## src/rtl/timer16_pkg.sv

```systemverilog
// Shared constants, types and decoders for the 16-bit timer access block
package timer16_pkg;
  // Byte addresses on the 8-bit I/O bus
  localparam int         ADDR_W      = 4;
  localparam logic [3:0] ADDR_CTRL_A = 4'h0;
  localparam logic [3:0] ADDR_CNT_L  = 4'h1;
  localparam logic [3:0] ADDR_CNT_H  = 4'h2;
  localparam logic [3:0] ADDR_CMPA_L = 4'h3;
  localparam logic [3:0] ADDR_CMPA_H = 4'h4;
  localparam logic [3:0] ADDR_CMPB_L = 4'h5;
  localparam logic [3:0] ADDR_CMPB_H = 4'h6;
  localparam logic [3:0] ADDR_CAP_L  = 4'h7;
  localparam logic [3:0] ADDR_CAP_H  = 4'h8;

  // Control register A layout
  localparam int         MODE_A_POS   = 6;
  localparam int         MODE_B_POS   = 4;
  localparam int         WGM_LO_POS   = 0;
  localparam logic [7:0] CTRL_A_RESET = 8'h00;
  localparam logic [7:0] TEMP_RESET   = 8'h00;
  localparam logic [15:0] CMP_RESET   = 16'h0000;
  localparam logic [15:0] BOTTOM      = 16'h0000;

  // Output mode codes
  localparam logic [1:0] OUT_OFF    = 2'h0;
  localparam logic [1:0] OUT_TOGGLE = 2'h1;
  localparam logic [1:0] OUT_CLEAR  = 2'h2;
  localparam logic [1:0] OUT_SET    = 2'h3;

  typedef enum logic [2:0] {
    WAVE_NONPWM = 3'h1,
    WAVE_FAST   = 3'h2,
    WAVE_DUAL   = 3'h4
  } wave_class_type;

  typedef struct packed {
    logic at_top;
    logic at_bottom;
    logic counting_down;
  } counter_status_type;

  typedef struct packed {
    logic level;
    logic enable;
    logic override;
  } pin_drive_type;

  function automatic wave_class_type wave_class(input logic [3:0] wgm);
    case (wgm)
      4'h1, 4'h2, 4'h3, 4'h8, 4'h9, 4'ha, 4'hb: wave_class = WAVE_DUAL;
      4'h5, 4'h6, 4'h7, 4'he, 4'hf:             wave_class = WAVE_FAST;
      default:                                  wave_class = WAVE_NONPWM;
    endcase
  endfunction : wave_class

  // Phase and frequency correct modes reload compares at BOTTOM
  function automatic logic reload_at_bottom(input logic [3:0] wgm);
    reload_at_bottom = (wgm == 4'h8) || (wgm == 4'h9);
  endfunction : reload_at_bottom
endpackage : timer16_pkg

```

## src/rtl/waveform_channel.sv

```systemverilog
// One compare output channel: pin level from output mode and waveform mode
`timescale 1ns/1ps
module waveform_channel #(
  parameter bit IS_CHAN_A = 1'b1
) (
  // Clock and reset
  input  wire logic                            sys_clk_in,
  input  wire logic                            rst_in,
  // Timer events
  input  wire logic                            tick_in,
  input  wire logic                            match_in,
  input  wire timer16_pkg::counter_status_type status_in,
  input  wire logic                            cmp_eq_top_in,
  input  wire logic                            cmp_eq_bottom_in,
  // Configuration
  input  wire logic [1:0]                      mode_in,
  input  wire logic [3:0]                      wgm_in,
  // Result
  output logic                                 level_out,
  output logic                                 connected_out
);
  timer16_pkg::wave_class_type wclass;
  logic                        toggle_ok;
  logic                        level_q;
  logic                        level_d;

  assign wclass    = timer16_pkg::wave_class(wgm_in);
  // Channel B toggle in PWM is reserved, so it stays off the pin
  assign toggle_ok = (wclass == timer16_pkg::WAVE_NONPWM) ||
                     (wgm_in[3] && IS_CHAN_A);
  assign connected_out = (mode_in != timer16_pkg::OUT_OFF) &&
                         (mode_in != timer16_pkg::OUT_TOGGLE || toggle_ok);
  assign level_out = level_q;

  always_comb begin
    level_d = level_q;
    if (tick_in) begin
      if (mode_in == timer16_pkg::OUT_TOGGLE) begin
        if (match_in && toggle_ok) begin
          level_d = ~level_q; // see
        end
      end else if (mode_in[1]) begin
        unique case (wclass)
          timer16_pkg::WAVE_NONPWM: begin
            if (match_in) level_d = mode_in[0];
          end
          timer16_pkg::WAVE_FAST: begin
            if (status_in.at_bottom) level_d = ~mode_in[0];
            if (match_in && !cmp_eq_top_in) begin
              level_d = mode_in[0]; // see
            end
          end
          timer16_pkg::WAVE_DUAL: begin
            if (cmp_eq_bottom_in) begin
              level_d = mode_in[0];
            end else if (cmp_eq_top_in) begin
              level_d = ~mode_in[0];
            end else if (match_in) begin
              level_d = status_in.counting_down ? ~mode_in[0]
                                                : mode_in[0];
            end
          end
        endcase
      end
    end
  end

  always_ff @(posedge sys_clk_in or posedge rst_in) begin
    if (rst_in) begin
      level_q <= 1'b0;
    end else begin
      level_q <= level_d;
    end
  end
endmodule : waveform_channel

```

## src/rtl/timer16_byte_access_compare_out.sv

```systemverilog
// Byte access to the 16-bit timer registers and the two compare outputs
//
// Behaviour
// Everything runs on the I/O clock; the timer tick is only an enable.
// Phase and frequency correct PWM reloads compares at BOTTOM.
// One 8-bit high-byte holding register serves all 16-bit registers.
// Low-byte access does the 16-bit transfer; high byte only the holder.
// Low-byte write loads held high byte and written low byte together.
// Low-byte read captures that register's high byte into the holder.
// Compare reads return both bytes directly, leaving the holder untouched.
// Software writes high byte first, and reads low byte first.
// Software masks interrupts around two-byte accesses that handlers share.
// Software may write the held high byte once for several registers.
// Nonzero output mode overrides the pin; driven only if direction out.
// Non-PWM codes on match: off, toggle, clear, set.
// Fast PWM: 10 clears on match, sets at BOTTOM; 11 the opposite.
// PWM code 01: off unless mode bit 3; then A toggles, B reserved.
// Fast PWM with compare at TOP ignores match but keeps BOTTOM action.
// Dual slope: 10 clears on up match, sets on down match; 11 opposite.
// Dual slope: compare at BOTTOM holds low, at TOP high; inverted swaps.
`timescale 1ns/1ps
module timer16_byte_access_compare_out (
  // Clock and reset
  input  wire logic                               sys_clk_in,
  input  wire logic                               rst_in,
  // CPU I/O bus
  input  wire logic [timer16_pkg::ADDR_W-1:0]     io_addr_in,
  input  wire logic [7:0]                         io_wdata_in,
  input  wire logic                               io_wr_in,
  input  wire logic                               io_rd_in,
  output logic      [7:0]                         io_rdata_out,
  // Counter side
  input  wire logic                               timer_tick_enable_in,
  input  wire logic [15:0]                        counter_value_in,
  input  wire logic [15:0]                        capture_value_in,
  input  wire logic [15:0]                        top_value_in,
  input  wire timer16_pkg::counter_status_type    status_in,
  input  wire logic                               match_a_in,
  input  wire logic                               match_b_in,
  input  wire logic [1:0]                         waveform_mode_hi_in,
  output logic      [1:0]                         waveform_mode_lo_out,
  output logic      [15:0]                        load_value_out,
  output logic                                    counter_load_out,
  output logic                                    capture_load_out,
  output logic      [15:0]                        compare_value_a_out,
  output logic      [15:0]                        compare_value_b_out,
  // Pins
  input  wire logic                               dir_a_in,
  input  wire logic                               dir_b_in,
  output timer16_pkg::pin_drive_type              waveform_out_a_out,
  output timer16_pkg::pin_drive_type              waveform_out_b_out
);
  logic [7:0]  ctrl_a_q;
  logic [7:0]  temp_q;
  logic [15:0] buf_a_q;
  logic [15:0] buf_b_q;
  logic [15:0] cmp_a_q;
  logic [15:0] cmp_b_q;
  logic [7:0]  rd_value;
  logic [3:0]  wgm;
  logic        reload;
  logic        level_a;
  logic        level_b;
  logic        conn_a;
  logic        conn_b;
  logic [1:0]  mode_a;
  logic [1:0]  mode_b;

  function automatic logic is_addr(input logic strobe,
                                   input logic [3:0] addr,
                                   input logic [3:0] want);
    is_addr = strobe && (addr == want);
  endfunction : is_addr

  assign wgm    = {waveform_mode_hi_in, ctrl_a_q[timer16_pkg::WGM_LO_POS+:2]};
  assign mode_a = ctrl_a_q[timer16_pkg::MODE_A_POS+:2];
  assign mode_b = ctrl_a_q[timer16_pkg::MODE_B_POS+:2];
  assign waveform_mode_lo_out = ctrl_a_q[timer16_pkg::WGM_LO_POS+:2];
  assign compare_value_a_out  = cmp_a_q;
  assign compare_value_b_out  = cmp_b_q;

  always_ff @(posedge sys_clk_in or posedge rst_in) begin
    if (rst_in) begin
      ctrl_a_q <= timer16_pkg::CTRL_A_RESET;
    end else if (is_addr(io_wr_in, io_addr_in, timer16_pkg::ADDR_CTRL_A)) begin
      ctrl_a_q <= io_wdata_in;
    end
  end

  // Single holder: an interrupted two-byte access is corrupted by design
  always_ff @(posedge sys_clk_in or posedge rst_in) begin
    if (rst_in) begin
      temp_q <= timer16_pkg::TEMP_RESET;
    end else if (io_wr_in && (io_addr_in == timer16_pkg::ADDR_CNT_H ||
                              io_addr_in == timer16_pkg::ADDR_CMPA_H ||
                              io_addr_in == timer16_pkg::ADDR_CMPB_H ||
                              io_addr_in == timer16_pkg::ADDR_CAP_H)) begin
      temp_q <= io_wdata_in; // see see
    end else if (is_addr(io_rd_in, io_addr_in, timer16_pkg::ADDR_CNT_L)) begin
      temp_q <= counter_value_in[15:8];
    end else if (is_addr(io_rd_in, io_addr_in, timer16_pkg::ADDR_CAP_L)) begin
      temp_q <= capture_value_in[15:8];
    end
  end

  // Low-byte writes fire the 16-bit transfer
  always_ff @(posedge sys_clk_in or posedge rst_in) begin
    if (rst_in) begin
      load_value_out   <= 16'h0000;
      counter_load_out <= 1'b0;
      capture_load_out <= 1'b0;
    end else begin
      load_value_out   <= {temp_q, io_wdata_in};
      counter_load_out <= is_addr(io_wr_in, io_addr_in,
                                  timer16_pkg::ADDR_CNT_L);
      capture_load_out <= is_addr(io_wr_in, io_addr_in,
                                  timer16_pkg::ADDR_CAP_L);
    end
  end

  always_ff @(posedge sys_clk_in or posedge rst_in) begin
    if (rst_in) begin
      buf_a_q <= timer16_pkg::CMP_RESET;
      buf_b_q <= timer16_pkg::CMP_RESET;
    end else begin
      if (is_addr(io_wr_in, io_addr_in, timer16_pkg::ADDR_CMPA_L)) begin
        buf_a_q <= {temp_q, io_wdata_in};
      end
      if (is_addr(io_wr_in, io_addr_in, timer16_pkg::ADDR_CMPB_L)) begin
        buf_b_q <= {temp_q, io_wdata_in};
      end
    end
  end

  // Non-PWM modes follow the buffer at once; PWM reloads on a tick only
  assign reload = timer_tick_enable_in &&
                  (timer16_pkg::reload_at_bottom(wgm) ? status_in.at_bottom
                                                      : status_in.at_top);

  always_ff @(posedge sys_clk_in or posedge rst_in) begin
    if (rst_in) begin
      cmp_a_q <= timer16_pkg::CMP_RESET;
      cmp_b_q <= timer16_pkg::CMP_RESET;
    end else if (timer16_pkg::wave_class(wgm) == timer16_pkg::WAVE_NONPWM ||
                 reload) begin // see
      cmp_a_q <= buf_a_q;
      cmp_b_q <= buf_b_q;
    end
  end

  always_comb begin
    unique case (io_addr_in)
      timer16_pkg::ADDR_CTRL_A: rd_value = ctrl_a_q;
      timer16_pkg::ADDR_CNT_L:  rd_value = counter_value_in[7:0];
      timer16_pkg::ADDR_CNT_H:  rd_value = temp_q;
      timer16_pkg::ADDR_CMPA_L: rd_value = buf_a_q[7:0];
      timer16_pkg::ADDR_CMPA_H: rd_value = buf_a_q[15:8];
      timer16_pkg::ADDR_CMPB_L: rd_value = buf_b_q[7:0];
      timer16_pkg::ADDR_CMPB_H: rd_value = buf_b_q[15:8];
      timer16_pkg::ADDR_CAP_L:  rd_value = capture_value_in[7:0];
      timer16_pkg::ADDR_CAP_H:  rd_value = temp_q;
      default:                  rd_value = 8'h00;
    endcase
  end

  always_ff @(posedge sys_clk_in or posedge rst_in) begin
    if (rst_in) begin
      io_rdata_out <= 8'h00;
    end else if (io_rd_in) begin
      io_rdata_out <= rd_value;
    end
  end

  waveform_channel #(.IS_CHAN_A(1'b1)) chan_a (
    .sys_clk_in       (sys_clk_in),
    .rst_in           (rst_in),
    .tick_in          (timer_tick_enable_in),
    .match_in         (match_a_in),
    .status_in        (status_in),
    .cmp_eq_top_in    (cmp_a_q == top_value_in),
    .cmp_eq_bottom_in (cmp_a_q == timer16_pkg::BOTTOM),
    .mode_in          (mode_a),
    .wgm_in           (wgm),
    .level_out        (level_a),
    .connected_out    (conn_a)
  );

  waveform_channel #(.IS_CHAN_A(1'b0)) chan_b (
    .sys_clk_in       (sys_clk_in),
    .rst_in           (rst_in),
    .tick_in          (timer_tick_enable_in),
    .match_in         (match_b_in),
    .status_in        (status_in),
    .cmp_eq_top_in    (cmp_b_q == top_value_in),
    .cmp_eq_bottom_in (cmp_b_q == timer16_pkg::BOTTOM),
    .mode_in          (mode_b),
    .wgm_in           (wgm),
    .level_out        (level_b),
    .connected_out    (conn_b)
  );

  always_ff @(posedge sys_clk_in or posedge rst_in) begin
    if (rst_in) begin
      waveform_out_a_out <= '0;
      waveform_out_b_out <= '0;
    end else begin
      waveform_out_a_out <= '{level: level_a, enable: conn_a && dir_a_in,
                              override: conn_a};
      waveform_out_b_out <= '{level: level_b, enable: conn_b && dir_b_in,
                              override: conn_b};
    end
  end
endmodule : timer16_byte_access_compare_out

```

## config.mk

```make
export PLATFORM = sky130hd
export DESIGN_NAME = timer16_byte_access_compare_out
export DESIGN_NICKNAME = d
export VERILOG_FILES = /design/src/rtl/timer16_pkg.sv /design/src/rtl/waveform_channel.sv /design/src/rtl/timer16_byte_access_compare_out.sv
export SDC_FILE = /design/constraint.sdc
export NUM_CORES = 1
export LEC_CHECK = 0
export ABC_AREA = 0
export BUFFER_PORTS_ARGS = -buffer_cell sky130_fd_sc_hd__buf_2
export CORE_MARGIN = 2
export CORE_UTILIZATION = 50
export DETAILED_ROUTE_END_ITERATION = 8
export GPL_TIMING_DRIVEN = 0
export PLACE_DENSITY = 0.84
export SKIP_CTS_REPAIR_TIMING = 1
export SLEW_MARGIN = 20
export SYNTH_ARGS = -nofsm -noshare
export SYNTH_HDL_FRONTEND = slang
export SYNTH_SLANG_ARGS = --single-unit
```

## constraint.sdc

```tcl
create_clock -name sys_clk_in -period 4.27 [get_ports sys_clk_in]
set_clock_uncertainty 0.1 [all_clocks]
set_input_delay 0.6405 -clock sys_clk_in [delete_from_list [all_inputs] [get_ports sys_clk_in]]
set_output_delay 0.6405 -clock sys_clk_in [all_outputs]
set_load 0.05 [all_outputs]
```

After elaboration in Yosys (flattened, before gate mapping):

Memories as Yosys holds them, arrays and structs flattened.
Index checks and enable logic that the tools add are counted.

* bits in read-only memories: 144
* logic and storage cells: 121
* output and inout port bits: 66
* memories: 3
* input port bits: 74
* flip-flop bits (word level): 114

Memory list
* (no name shown): depth 16, bits a word 3, read ports 1, clocked after Yosys merged registers in 0, write ports 0, RTL line timer16_pkg.sv:49 `case (wgm)`
* (no name shown): depth 16, bits a word 3, read ports 1, clocked after Yosys merged registers in 0, write ports 0, RTL line timer16_pkg.sv:49
* (no name shown): depth 16, bits a word 3, read ports 1, clocked after Yosys merged registers in 0, write ports 0, RTL line timer16_pkg.sv:49

* mux-type cells: 27
* reduce and logical (&&, ||, !) cells: 38
* equal/unequal tests: 31
* bitwise gates (word level): 4

Operators with widths (number)
* case mux 8 bit (8 select lines): 1
* equality test 16 bit: 2
* zero test 16 bit: 2
* two-way mux 8 bit: 3
* two-way mux 1 bit: 21
* logical AND 1 bit: 17
* equality test 4 x 3 -> 1 bit (second input constant): 4
* equality test 4 bit (second input constant): 3
* AND reduction 6 bit: 2
* inequality test 5 x 2 -> 1 bit (second input constant): 2
* equality test 3 x 1 -> 1 bit (second input constant): 3
* equality test 4 x 2 -> 1 bit (second input constant): 2
* logical OR 1 bit: 8
* inequality test 4 x 2 -> 1 bit (second input constant): 2
* nonzero test 2 bit: 4
* equality test 3 x 2 -> 1 bit (second input constant): 2
* equality test 3 bit (second input constant): 2
* inequality test 3 bit (second input constant): 2
* case mux 1 bit (3 select lines): 2
* equality test 2 x 1 -> 1 bit (second input constant): 2
* equality test 4 x 1 -> 1 bit (second input constant): 1
* zero test 4 bit: 1
* inequality test 2 x 1 -> 1 bit (second input constant): 2
* inequality test 2 bit (second input constant): 2
* other kinds (4): 8

Longest topological paths before layout:

Gate-level depths: netlist of run 1.

* depth in word-level cells: 8
* gate-level depth with buffers: 8
* mapped depth without buffers: 6

Modules after synthesis:

A second synthesis of run 1 with hierarchy kept.

* cells, all modules: 470
* area total of the unflattened synthesis: 5652.9 um2

Modules (own cells, without submodules)
* timer16_byte_access_compare_out: cells each 415, times used 1, area each 5215.0 um2, seq. area each 2802.7 um2
* waveform_channel at chan_b: cells each 26, times used 1, area each 231.5 um2, seq. area each 25.0 um2
* waveform_channel at chan_a: cells each 29, times used 1, area each 206.4 um2, seq. area each 25.0 um2

Worst setup path before layout of run 1:

No wires, ideal clock.

* path type: register to register
* from: register cmp_a_q[14], in the netlist compare_value_a_out[14]
* to: register chan_a.level_q, in the netlist chan_a.level_out
* path buffers: 0
* path slack: 2013 ps
* arrival time: 2019 ps
* data required time: 4032 ps
* period minus slack after synthesis: 2257 ps
* cell stages (with the launch flop): 7
* setup time: 138 ps
* cells stage by stage: dfrtp_1 xor2_1 nor4_1 a41oi_1 or4_1 a31oi_1 mux2i_1

* cells in the longest elaborated chain, start to end: 7
* elaborated cells on any way between the ends: 13
* those cells by class: eq/ne (3); mux (6); reduce/logical (4)

Ends and longest elaborated chain
* start, declared: RTL line timer16_byte_access_compare_out.sv:57 `logic [15:0] cmp_a_q;`
* start signal, assigned: RTL line timer16_byte_access_compare_out.sv:142 `cmp_a_q <= timer16_pkg::CMP_RESET;`
* start signal, assigned: RTL line timer16_byte_access_compare_out.sv:146 `cmp_a_q <= buf_a_q;`
* equality test 16 bit: RTL line timer16_byte_access_compare_out.sv:180 `.cmp_eq_top_in (cmp_a_q == top_value_in),`
* zero test 1 bit: RTL line waveform_channel.sv:49 `if (match_in && !cmp_eq_top_in) begin`
* logical AND 1 bit: RTL line waveform_channel.sv:49
* two-way mux 1 bit: RTL line waveform_channel.sv:49
* case mux 1 bit (3 select lines): RTL line waveform_channel.sv:43 `unique case (wclass)`
* two-way mux 1 bit: RTL line waveform_channel.sv:42 `end else if (mode_in[1]) begin`
* two-way mux 1 bit: RTL line waveform_channel.sv:38 `if (mode_in == timer16_pkg::OUT_TOGGLE) begin`
* end signal, assigned: RTL line waveform_channel.sv:72 `level_q <= level_d;`
* end, declared: RTL line waveform_channel.sv:24 `logic level_q;`

Several ways; a longest one is shown, not always the timed one. The select of a mux whose other input is x is not followed.
A chain may end at the register's enable or synchronous reset.

Worst setup path after layout of run 1:

* from: register cmp_b_q[3], in the netlist compare_value_b_out[3]
* to: register chan_b.level_q, in the netlist chan_b.level_out

* cells in the longest elaborated chain, start to end: 7
* elaborated cells on any way between the ends: 13
* those cells by class: eq/ne (3); mux (6); reduce/logical (4)

Ends and longest elaborated chain
* start, declared: RTL line timer16_byte_access_compare_out.sv:58 `logic [15:0] cmp_b_q;`
* start signal, assigned: RTL line timer16_byte_access_compare_out.sv:143 `cmp_b_q <= timer16_pkg::CMP_RESET;`
* start signal, assigned: RTL line timer16_byte_access_compare_out.sv:147 `cmp_b_q <= buf_b_q;`
* equality test 16 bit: RTL line timer16_byte_access_compare_out.sv:194 `.cmp_eq_top_in (cmp_b_q == top_value_in),`
* zero test 1 bit: RTL line waveform_channel.sv:49
* logical AND 1 bit: RTL line waveform_channel.sv:49
* two-way mux 1 bit: RTL line waveform_channel.sv:49
* case mux 1 bit (3 select lines): RTL line waveform_channel.sv:43
* two-way mux 1 bit: RTL line waveform_channel.sv:42
* two-way mux 1 bit: RTL line waveform_channel.sv:38
* end signal, assigned: RTL line waveform_channel.sv:72
* end, declared: RTL line waveform_channel.sv:24

Several ways; a longest one is shown, not always the timed one. The select of a mux whose other input is x is not followed.

==> results.cfg, run 1 <==
[timing]
hold_viol = 0
post-route-period-util = 0.578
holdWs_ns = 0.0207
fmax_ghz = 0.406
relSlewSlack = 0.311
drv_slew = 0
worst-slew-pin-transition_ns = 1.02
fin_tns_setup_ns = 0
fin_crit_ns = 2.47
report.final.setup_viol = 0
rsz0062_at_grt = no

[floorplanning]
io_pins = 140
die_x_um = 109
chipHeight_um = 109
core_area_um2 = 10800
start_util = 0.511
rows = 38
die-area_um2 = 11900

[clock_network]
cts_buffer_depth = 2
cts_tree = yes
clock_latency_ns = 0.52
cts_max_level = 4
cts_buffers = 17
clockRootBuffer = clkbuf_8
clk_pin_slew_ns = 0.06
clock-sinks = 114

[setup_path]
endpoint_kind = flop
reg2reg_slack_ns = 1.80
path_class = reg2reg
r2r_end = chan_b.level_out$_DFFE_PP0P_
rr_worst_depth = 6
worstSetupStartpointType = flop
required_ns = 4.62
r2r_start = compare_value_b_out[3]$_DFFE_PP0P_
crit_arrival_ns = 2.82
worst-path-max-fanout = 4

[route]
drt_wl_total_um = 16400
drcViolationCount = 0
via_per_inst = 5.97
dr.pass1.iters = 6
drtAntennaViolNets = 0
routedWlPerCell_um = 21.4
drt_iter0_drc = 402
vias = 4579

[status]
status = complete, no violations

[yosys]
yosysTopAreaCellShare = 0.517
ys_top_cells_by_area = dfrtp_1 (52%), mux2_2 (16%), mux2i_1 (2.9%)
synth_top_area_cell = dfrtp_1
ys_seq_area_frac = 0.517
yosys_warnings = 0
syn_area_um2 = 5520
synth_ff_type = dfrtp_1
ys_ff_latch = 114
synth-async-reset-ratio = 1.00
synth_edf_count = 0
syn_nets = 530
synth_cells = 456
syn_area_per_cell_um2 = 12.1
post_synth_num_cell_types = 55

[power_and_ir_drop]
p_per_area_nw_per_um2 = 700
ir_worst_vdd_mv = 0.412
total_power_mw = 4.90
p_clk_frac = 0.287
sequentialPowerShare = 0.370
power_frac_comb = 0.343
p_sw_frac = 0.412
p_sw_mw = 2.02
p_int_mw = 2.88
p_leak_nw = 3.27

[placement]
place.port_buffers = 138
dp_hpwl_um = 12200
post_dp_cell_area_um2 = 6410
gp_congestion = 0.931

[finish]
num_antenna_cells = 0
final_area_um2 = 7000
fillers = 835
register_area_um2 = 2850
num-nets-final = 688
multi_input_area_um2 = 2480
utilization = 0.649
layout-drive-gt1-share = 0.443
area_growth_pct = 27.0

[global_routing]
antenna_found_initial = 0
grt_pass1_wl_um = 25000
grt_max_degree = 76
grt_pass1_vias = 4654
grt_overflow = 0
grt_use_total = 0.288

[run]
drv_cap = 0

[worst_hold_path]
hp-class = in2async
## flip-flops by register name, summed over array words and instances (netlist names)
register	cells
compare_value_b_out	16
buf_a_q	16
waveform_out_b_out	3
io_rdata_out	8
chan_b.level_out	1
temp_q	8
waveform_out_a_out	3
chan_a.level_out	1
load_value_out	16
capture_load_out	1
counter_load_out	1
ctrl_a_q	8
compare_value_a_out	16
buf_b_q	16
## critical path, cell delays in order, from the launching register on
cell	delay [ns]
dfrtp_1	0.44
xnor2_1	0.19
nand4_1	0.11
nor4_1	0.89
and3b_1	0.30
o32a_1	0.30
nand3_1	0.08
## metrics by stage
step           worst slack [ns]  cells
2_1_floorplan             0.514    456
3_3_place_gp             -0.494    734
3_5_place_dp               1.56    735
4_1_cts                    1.91    767
5_1_grt                    1.67    767
6_report                   1.80    767
## cell type report
cell class,count,share of cell area
clock buffer,19,0.0616
multi-input combinational,303,0.355
timing repair buffer,139,0.103
clock inverter,13,0.0227
buffer,20,0.0154
sequential,114,0.407
tap,140,0.0250
inverter,19,0.0109
## power by group through the flow
stage | logic (mW) | registers [mW] | clock network (mW)
after floorplan | 0.640 | 2.31 | 0
after global placement | 1.63 | 1.81 | 0
after detailed placement | 1.67 | 1.82 | 0
after CTS | 1.68 | 1.81 | 1.41
after global routing | 1.78 | 1.85 | 1.47
final | 1.68 | 1.81 | 1.41
## cell usage after synthesis (6+ instances only)
library cell and number:
buf_2 11, nand2_1 9, mux2i_1 16, nor3_1 14, mux2_2 79, nor4_1 11, nand2b_1 6, o21ai_0 6
xor2_1 17, a21oi_1 15, nor2_1 23, xnor2_1 16, dfrtp_1 114, mux2_1 6, inv_1 19, nand4_1 6
o22ai_1 8, a22oi_1 13
## cell usage in the layout (no fill, tap or decap), drive strengths merged, types with 3 or more instances in the layout
| cell | netlist | final |
|---|---|---|
| nand3 | 3 | 3 |
| a22oi | 13 | 13 |
| clkinvlp | 0 | 3 |
| o211ai | 3 | 3 |
| bufinv | 0 | 3 |
| a211oi | 3 | 3 |
| mux2 | 85 | 85 |
| a2111oi | 4 | 4 |
| buf | 16 | 155 |
| and2 | 3 | 3 |
| a21oi | 15 | 15 |
| nand4 | 6 | 6 |
| inv | 19 | 20 |
| clkinv | 0 | 6 |
| nand2 | 9 | 9 |
| nor4 | 14 | 14 |
| nor3 | 15 | 15 |
| nor2b | 4 | 4 |
| o221a | 3 | 3 |
| xor2 | 17 | 17 |
| a31oi | 3 | 3 |
| o21ai | 7 | 7 |
| o22ai | 8 | 8 |
| dfrtp | 114 | 114 |
| clkbuf | 4 | 23 |
| nor2 | 23 | 23 |
| mux2i | 16 | 16 |
| xnor2 | 16 | 16 |
| nand2b | 6 | 6 |
## logic make-up after synthesis
logic type | count (synthesis) | synth area share
AO/OA/AOI/OAI | 74 | 0.0960
XOR/XNOR | 33 | 0.0524
buffers and inverters | 39 | 0.0324
flip-flops | 114 | 0.517
multiplexers | 101 | 0.203
AND/OR/NAND/NOR | 95 | 0.0994
## per-layer routing
layer  GRT usage  wire [um]
met3      0.0634       1120
met4       0.105        362
met2       0.487       8420
met5           0          0
met1       0.364       6550
## worst max-delay path by stage
stage	cells after the start	startpoint	slack [ns]	endpoint
after detailed placement	7	io_addr_in[2]	1.56	temp_q[5]$_DFFE_PP0P_
final	6	compare_value_b_out[3]$_DFFE_PP0P_	1.80	chan_b.level_out$_DFFE_PP0P_
after global routing	6	compare_value_a_out[2]$_DFFE_PP0P_	1.67	chan_a.level_out$_DFFE_PP0P_
after CTS	6	compare_value_a_out[2]$_DFFE_PP0P_	1.91	chan_a.level_out$_DFFE_PP0P_
after floorplan	1	rst_in	0.51	buf_a_q[0]$_DFFE_PP0P_
after global placement	2	rst_in	-0.49	compare_value_b_out[11]$_DFFE_PP0P_
Note: power is estimated with default switching activity, not from simulation.
==> run 2, diff against run 1 <==
--- a/config.mk
+++ b/config.mk
@@ -5,7 +5,7 @@
 export SDC_FILE = /design/constraint.sdc
 export NUM_CORES = 1
 export LEC_CHECK = 0
-export ABC_AREA = 0
+export ABC_AREA = 1
 export BUFFER_PORTS_ARGS = -buffer_cell sky130_fd_sc_hd__buf_2
 export CORE_MARGIN = 2
 export CORE_UTILIZATION = 50
==> constraint.sdc (replaced) <==
create_clock -name sys_clk_in -period 2.6 [get_ports sys_clk_in]
set_clock_uncertainty 0.1 [all_clocks]
set_input_delay 0.39 -clock sys_clk_in [delete_from_list [all_inputs] [get_ports sys_clk_in]]
set_output_delay 0.39 -clock sys_clk_in [all_outputs]
set_load 0.05 [all_outputs]
==> run 2 against run 1 <==
  * Clock power grew 65%
  * Global-route usage down 0.55 points
  * Utilization rose by 1.2 points
  * Register-to-register slack got worse by 1.2 ns
  * Flip-flop and latch count stayed put
  * Highest routed layer unchanged
  * Area after synthesis up 0.36%
  * Setup slack worse by 1.2 ns
  * Synthesized cell count increased by 48%
  * First-iteration DRC count rose by 23%
==> results.cfg, run 2 <==
[status]
status = complete, no violations

[global_routing]
grt_max_degree = 35
met1_usage = 0.375
top_usage_layer = met2
grt_overflow = 0
antenna_found_initial = 0
grt_use_total = 0.283
grt_pass1_vias = 5153
use_met2 = 0.435
grtUsageMet3 = 0.0634
grt_pass1_wl_um = 25400

[finish]
register_area_um2 = 2850
final_cell_mix = nand2_1 (223), buf_2 (140), dfrtp_1 (114), inv_1 (88), o21ai_0 (75)
num_antenna_cells = 0
multi_input_area_um2 = 2230
num-nets-final = 918
area_growth_pct = 29.4
layout-drive-gt1-share = 0.240
final_common_cell = nand2_1
instances_no_fill = 997
fillers = 883
final_area_um2 = 7160

[clock_network]
cts_max_level = 4
clk_pin_slew_ns = 0.06
cts_tree = yes
cts_buffer_depth = 2
cts_buffers = 17
clock_latency_ns = 0.52
clockRootBuffer = clkbuf_8
clock-sinks = 114

[floorplanning]
die-area_um2 = 11900
io_pins = 140
die_x_um = 109
chipHeight_um = 109
core_area_um2 = 10800
start_util = 0.511
rows = 38

[setup_path]
reg2reg_slack_ns = 0.65
cp_slowest_cell = dfrtp_1
path_class = reg2reg
cp_common_cell = nand2_1
crit_arrival_ns = 2.27
worst-path-max-fanout = 10
required_ns = 2.92
worstSetupStartpointType = flop
endpoint_kind = flop
path_cells = a21oi_1 -> nand2_1 -> nand2_1 -> buf_2 -> clkbuf_1 -> nand2_1 -> o21ai_0
slowest_delay_ns = 0.42

[placement]
dp_hpwl_um = 12300
post_dp_cell_area_um2 = 6470
gp_congestion = 0.970
place.port_buffers = 138
dpl.cell_count = 956

[power_and_ir_drop]
ir_worst_vdd_mv = 0.544
p_per_area_nw_per_um2 = 1010
p_leak_nw = 3.81

[yosys]
post_synth_num_cell_types = 37
syn_nets = 749
syn_area_per_cell_um2 = 8.20
syn_area_um2 = 5540
synth_common_cells = nand2_1 (223), dfrtp_1 (114), inv_1 (89), o21ai_0 (75), nor2_1 (36)
synth_top_area_cell = dfrtp_1
yosysTopAreaCellShare = 0.515
synth-async-reset-ratio = 1.00
synth_cells = 675
ys_ff_latch = 114
synth_most_common_cell = nand2_1
synth_edf_count = 0
ys_top_cells_by_area = dfrtp_1 (52%), nand2_1 (15%), o21ai_0 (6.8%)
ys_seq_area_frac = 0.515
yosys_warnings = 0
synth_ff_type = dfrtp_1

[route]
routedWlPerCell_um = 16.1
dr.pass1.iters = 5
via_per_inst = 5.36
drcViolationCount = 0
vias = 5343
drtAntennaViolNets = 0
drt_iter0_drc = 494
drt_wl_total_um = 16100

[timing]
rsz0062_at_grt = no
fmax_ghz = 0.513
fin_crit_ns = 1.95
hold_viol = 0
worst-slew-pin-transition_ns = 0.624
report.final.setup_viol = 0
post-route-period-util = 0.750
drv_slew = 0
fin_tns_setup_ns = 0
relSlewSlack = 0.583

[worst_hold_path]
hp-class = in2reg

[run]
drv_cap = 0
[run 2: cell types whose count changed after synthesis, sizes merged, moves of 14 or more]
cell / previous run / this run
nand2: 9 / 224
mux2: 85 / 8
inv: 19 / 92
o21ai: 7 / 78
mux2i: 16 / 0
nor2: 23 / 39
nand3: 3 / 17
o211ai: 3 / 17
[run 2: kinds of logic (layout without fill, tap and decap cells)]
family | Yosys count | count (layout) | synth area share
mux | 8 | 8 | 0.0163
buf+inv | 112 | 294 | 0.0818
simple gates | 303 | 303 | 0.222
compound gates | 121 | 121 | 0.138
xor+xnor | 17 | 17 | 0.0269
flops | 114 | 114 | 0.515
[run 2: worst paths after layout]
path / startpoint / endpoint / cells after the start
setup / recovery: ctrl_a_q[0]$_DFFE_PP0P_ / compare_value_a_out[7]$_DFFE_PP0P_ / 7
hold / removal: dir_a_in / waveform_out_a_out[1]$_DFF_PP0_ / 2
setup reg to reg: ctrl_a_q[0]$_DFFE_PP0P_ / compare_value_a_out[7]$_DFFE_PP0P_ / 7
hold reg to reg: temp_q[6]$_DFFE_PP0P_ / load_value_out[14]$_DFF_PP0_ / 0
max in group asynchronous: rst_in / compare_value_b_out[13]$_DFFE_PP0P_ / 5
min in group asynchronous: rst_in / load_value_out[14]$_DFF_PP0_ / 3
[run 2: layer usage]
layer | vias up | wire length, um
met1 | 2471 | 6760
met5 | - | 0
li1 | 2505 | -
met2 | 323 | 7260
met4 | 0 | 613
met3 | 44 | 1440
[run 2: critical path, delay by kind of cell (launching register included)]
kind	cells	cell delay (ns)
buffers and inverters	2	0.59
AND/OR/NAND/NOR	3	0.42
flip-flops	1	0.42
AO/OA/AOI/OAI	2	0.32
[run 2: stage by stage]
stage           util  setup slack, ns  hold slack, ns  total power, mW
2_1_floorplan      -            0.725           0.254             4.18
3_3_place_gp   0.591           0.0621           0.258             4.81
3_5_place_dp   0.597            0.536           0.266             4.89
4_1_cts        0.652            0.647          -0.140             7.22
5_1_grt        0.661            0.497          0.0128             7.58
6_report       0.661            0.649          0.0150             7.24
[run 2: where the power goes]
| group | internal, mW | leakage [nW] | switching, mW |
|---|---|---|---|
| clock | 1.51 | 0.290 | 0.819 |
| combinational | 0.630 | 2.07 | 1.67 |
| sequential | 2.20 | 1.45 | 0.416 |
| total | 4.33 | 3.81 | 2.91 |
[run 2: area by class of cell]
class / instances / area share
Buffer: 19 / 0.0145
Clock buffer: 19 / 0.0617
Clock inverter: 13 / 0.0222
Inverter: 93 / 0.0493
Multi-Input combinational cell: 449 / 0.311
Sequential cell: 114 / 0.398
Tap cell: 140 / 0.0245
Timing Repair Buffer: 150 / 0.118
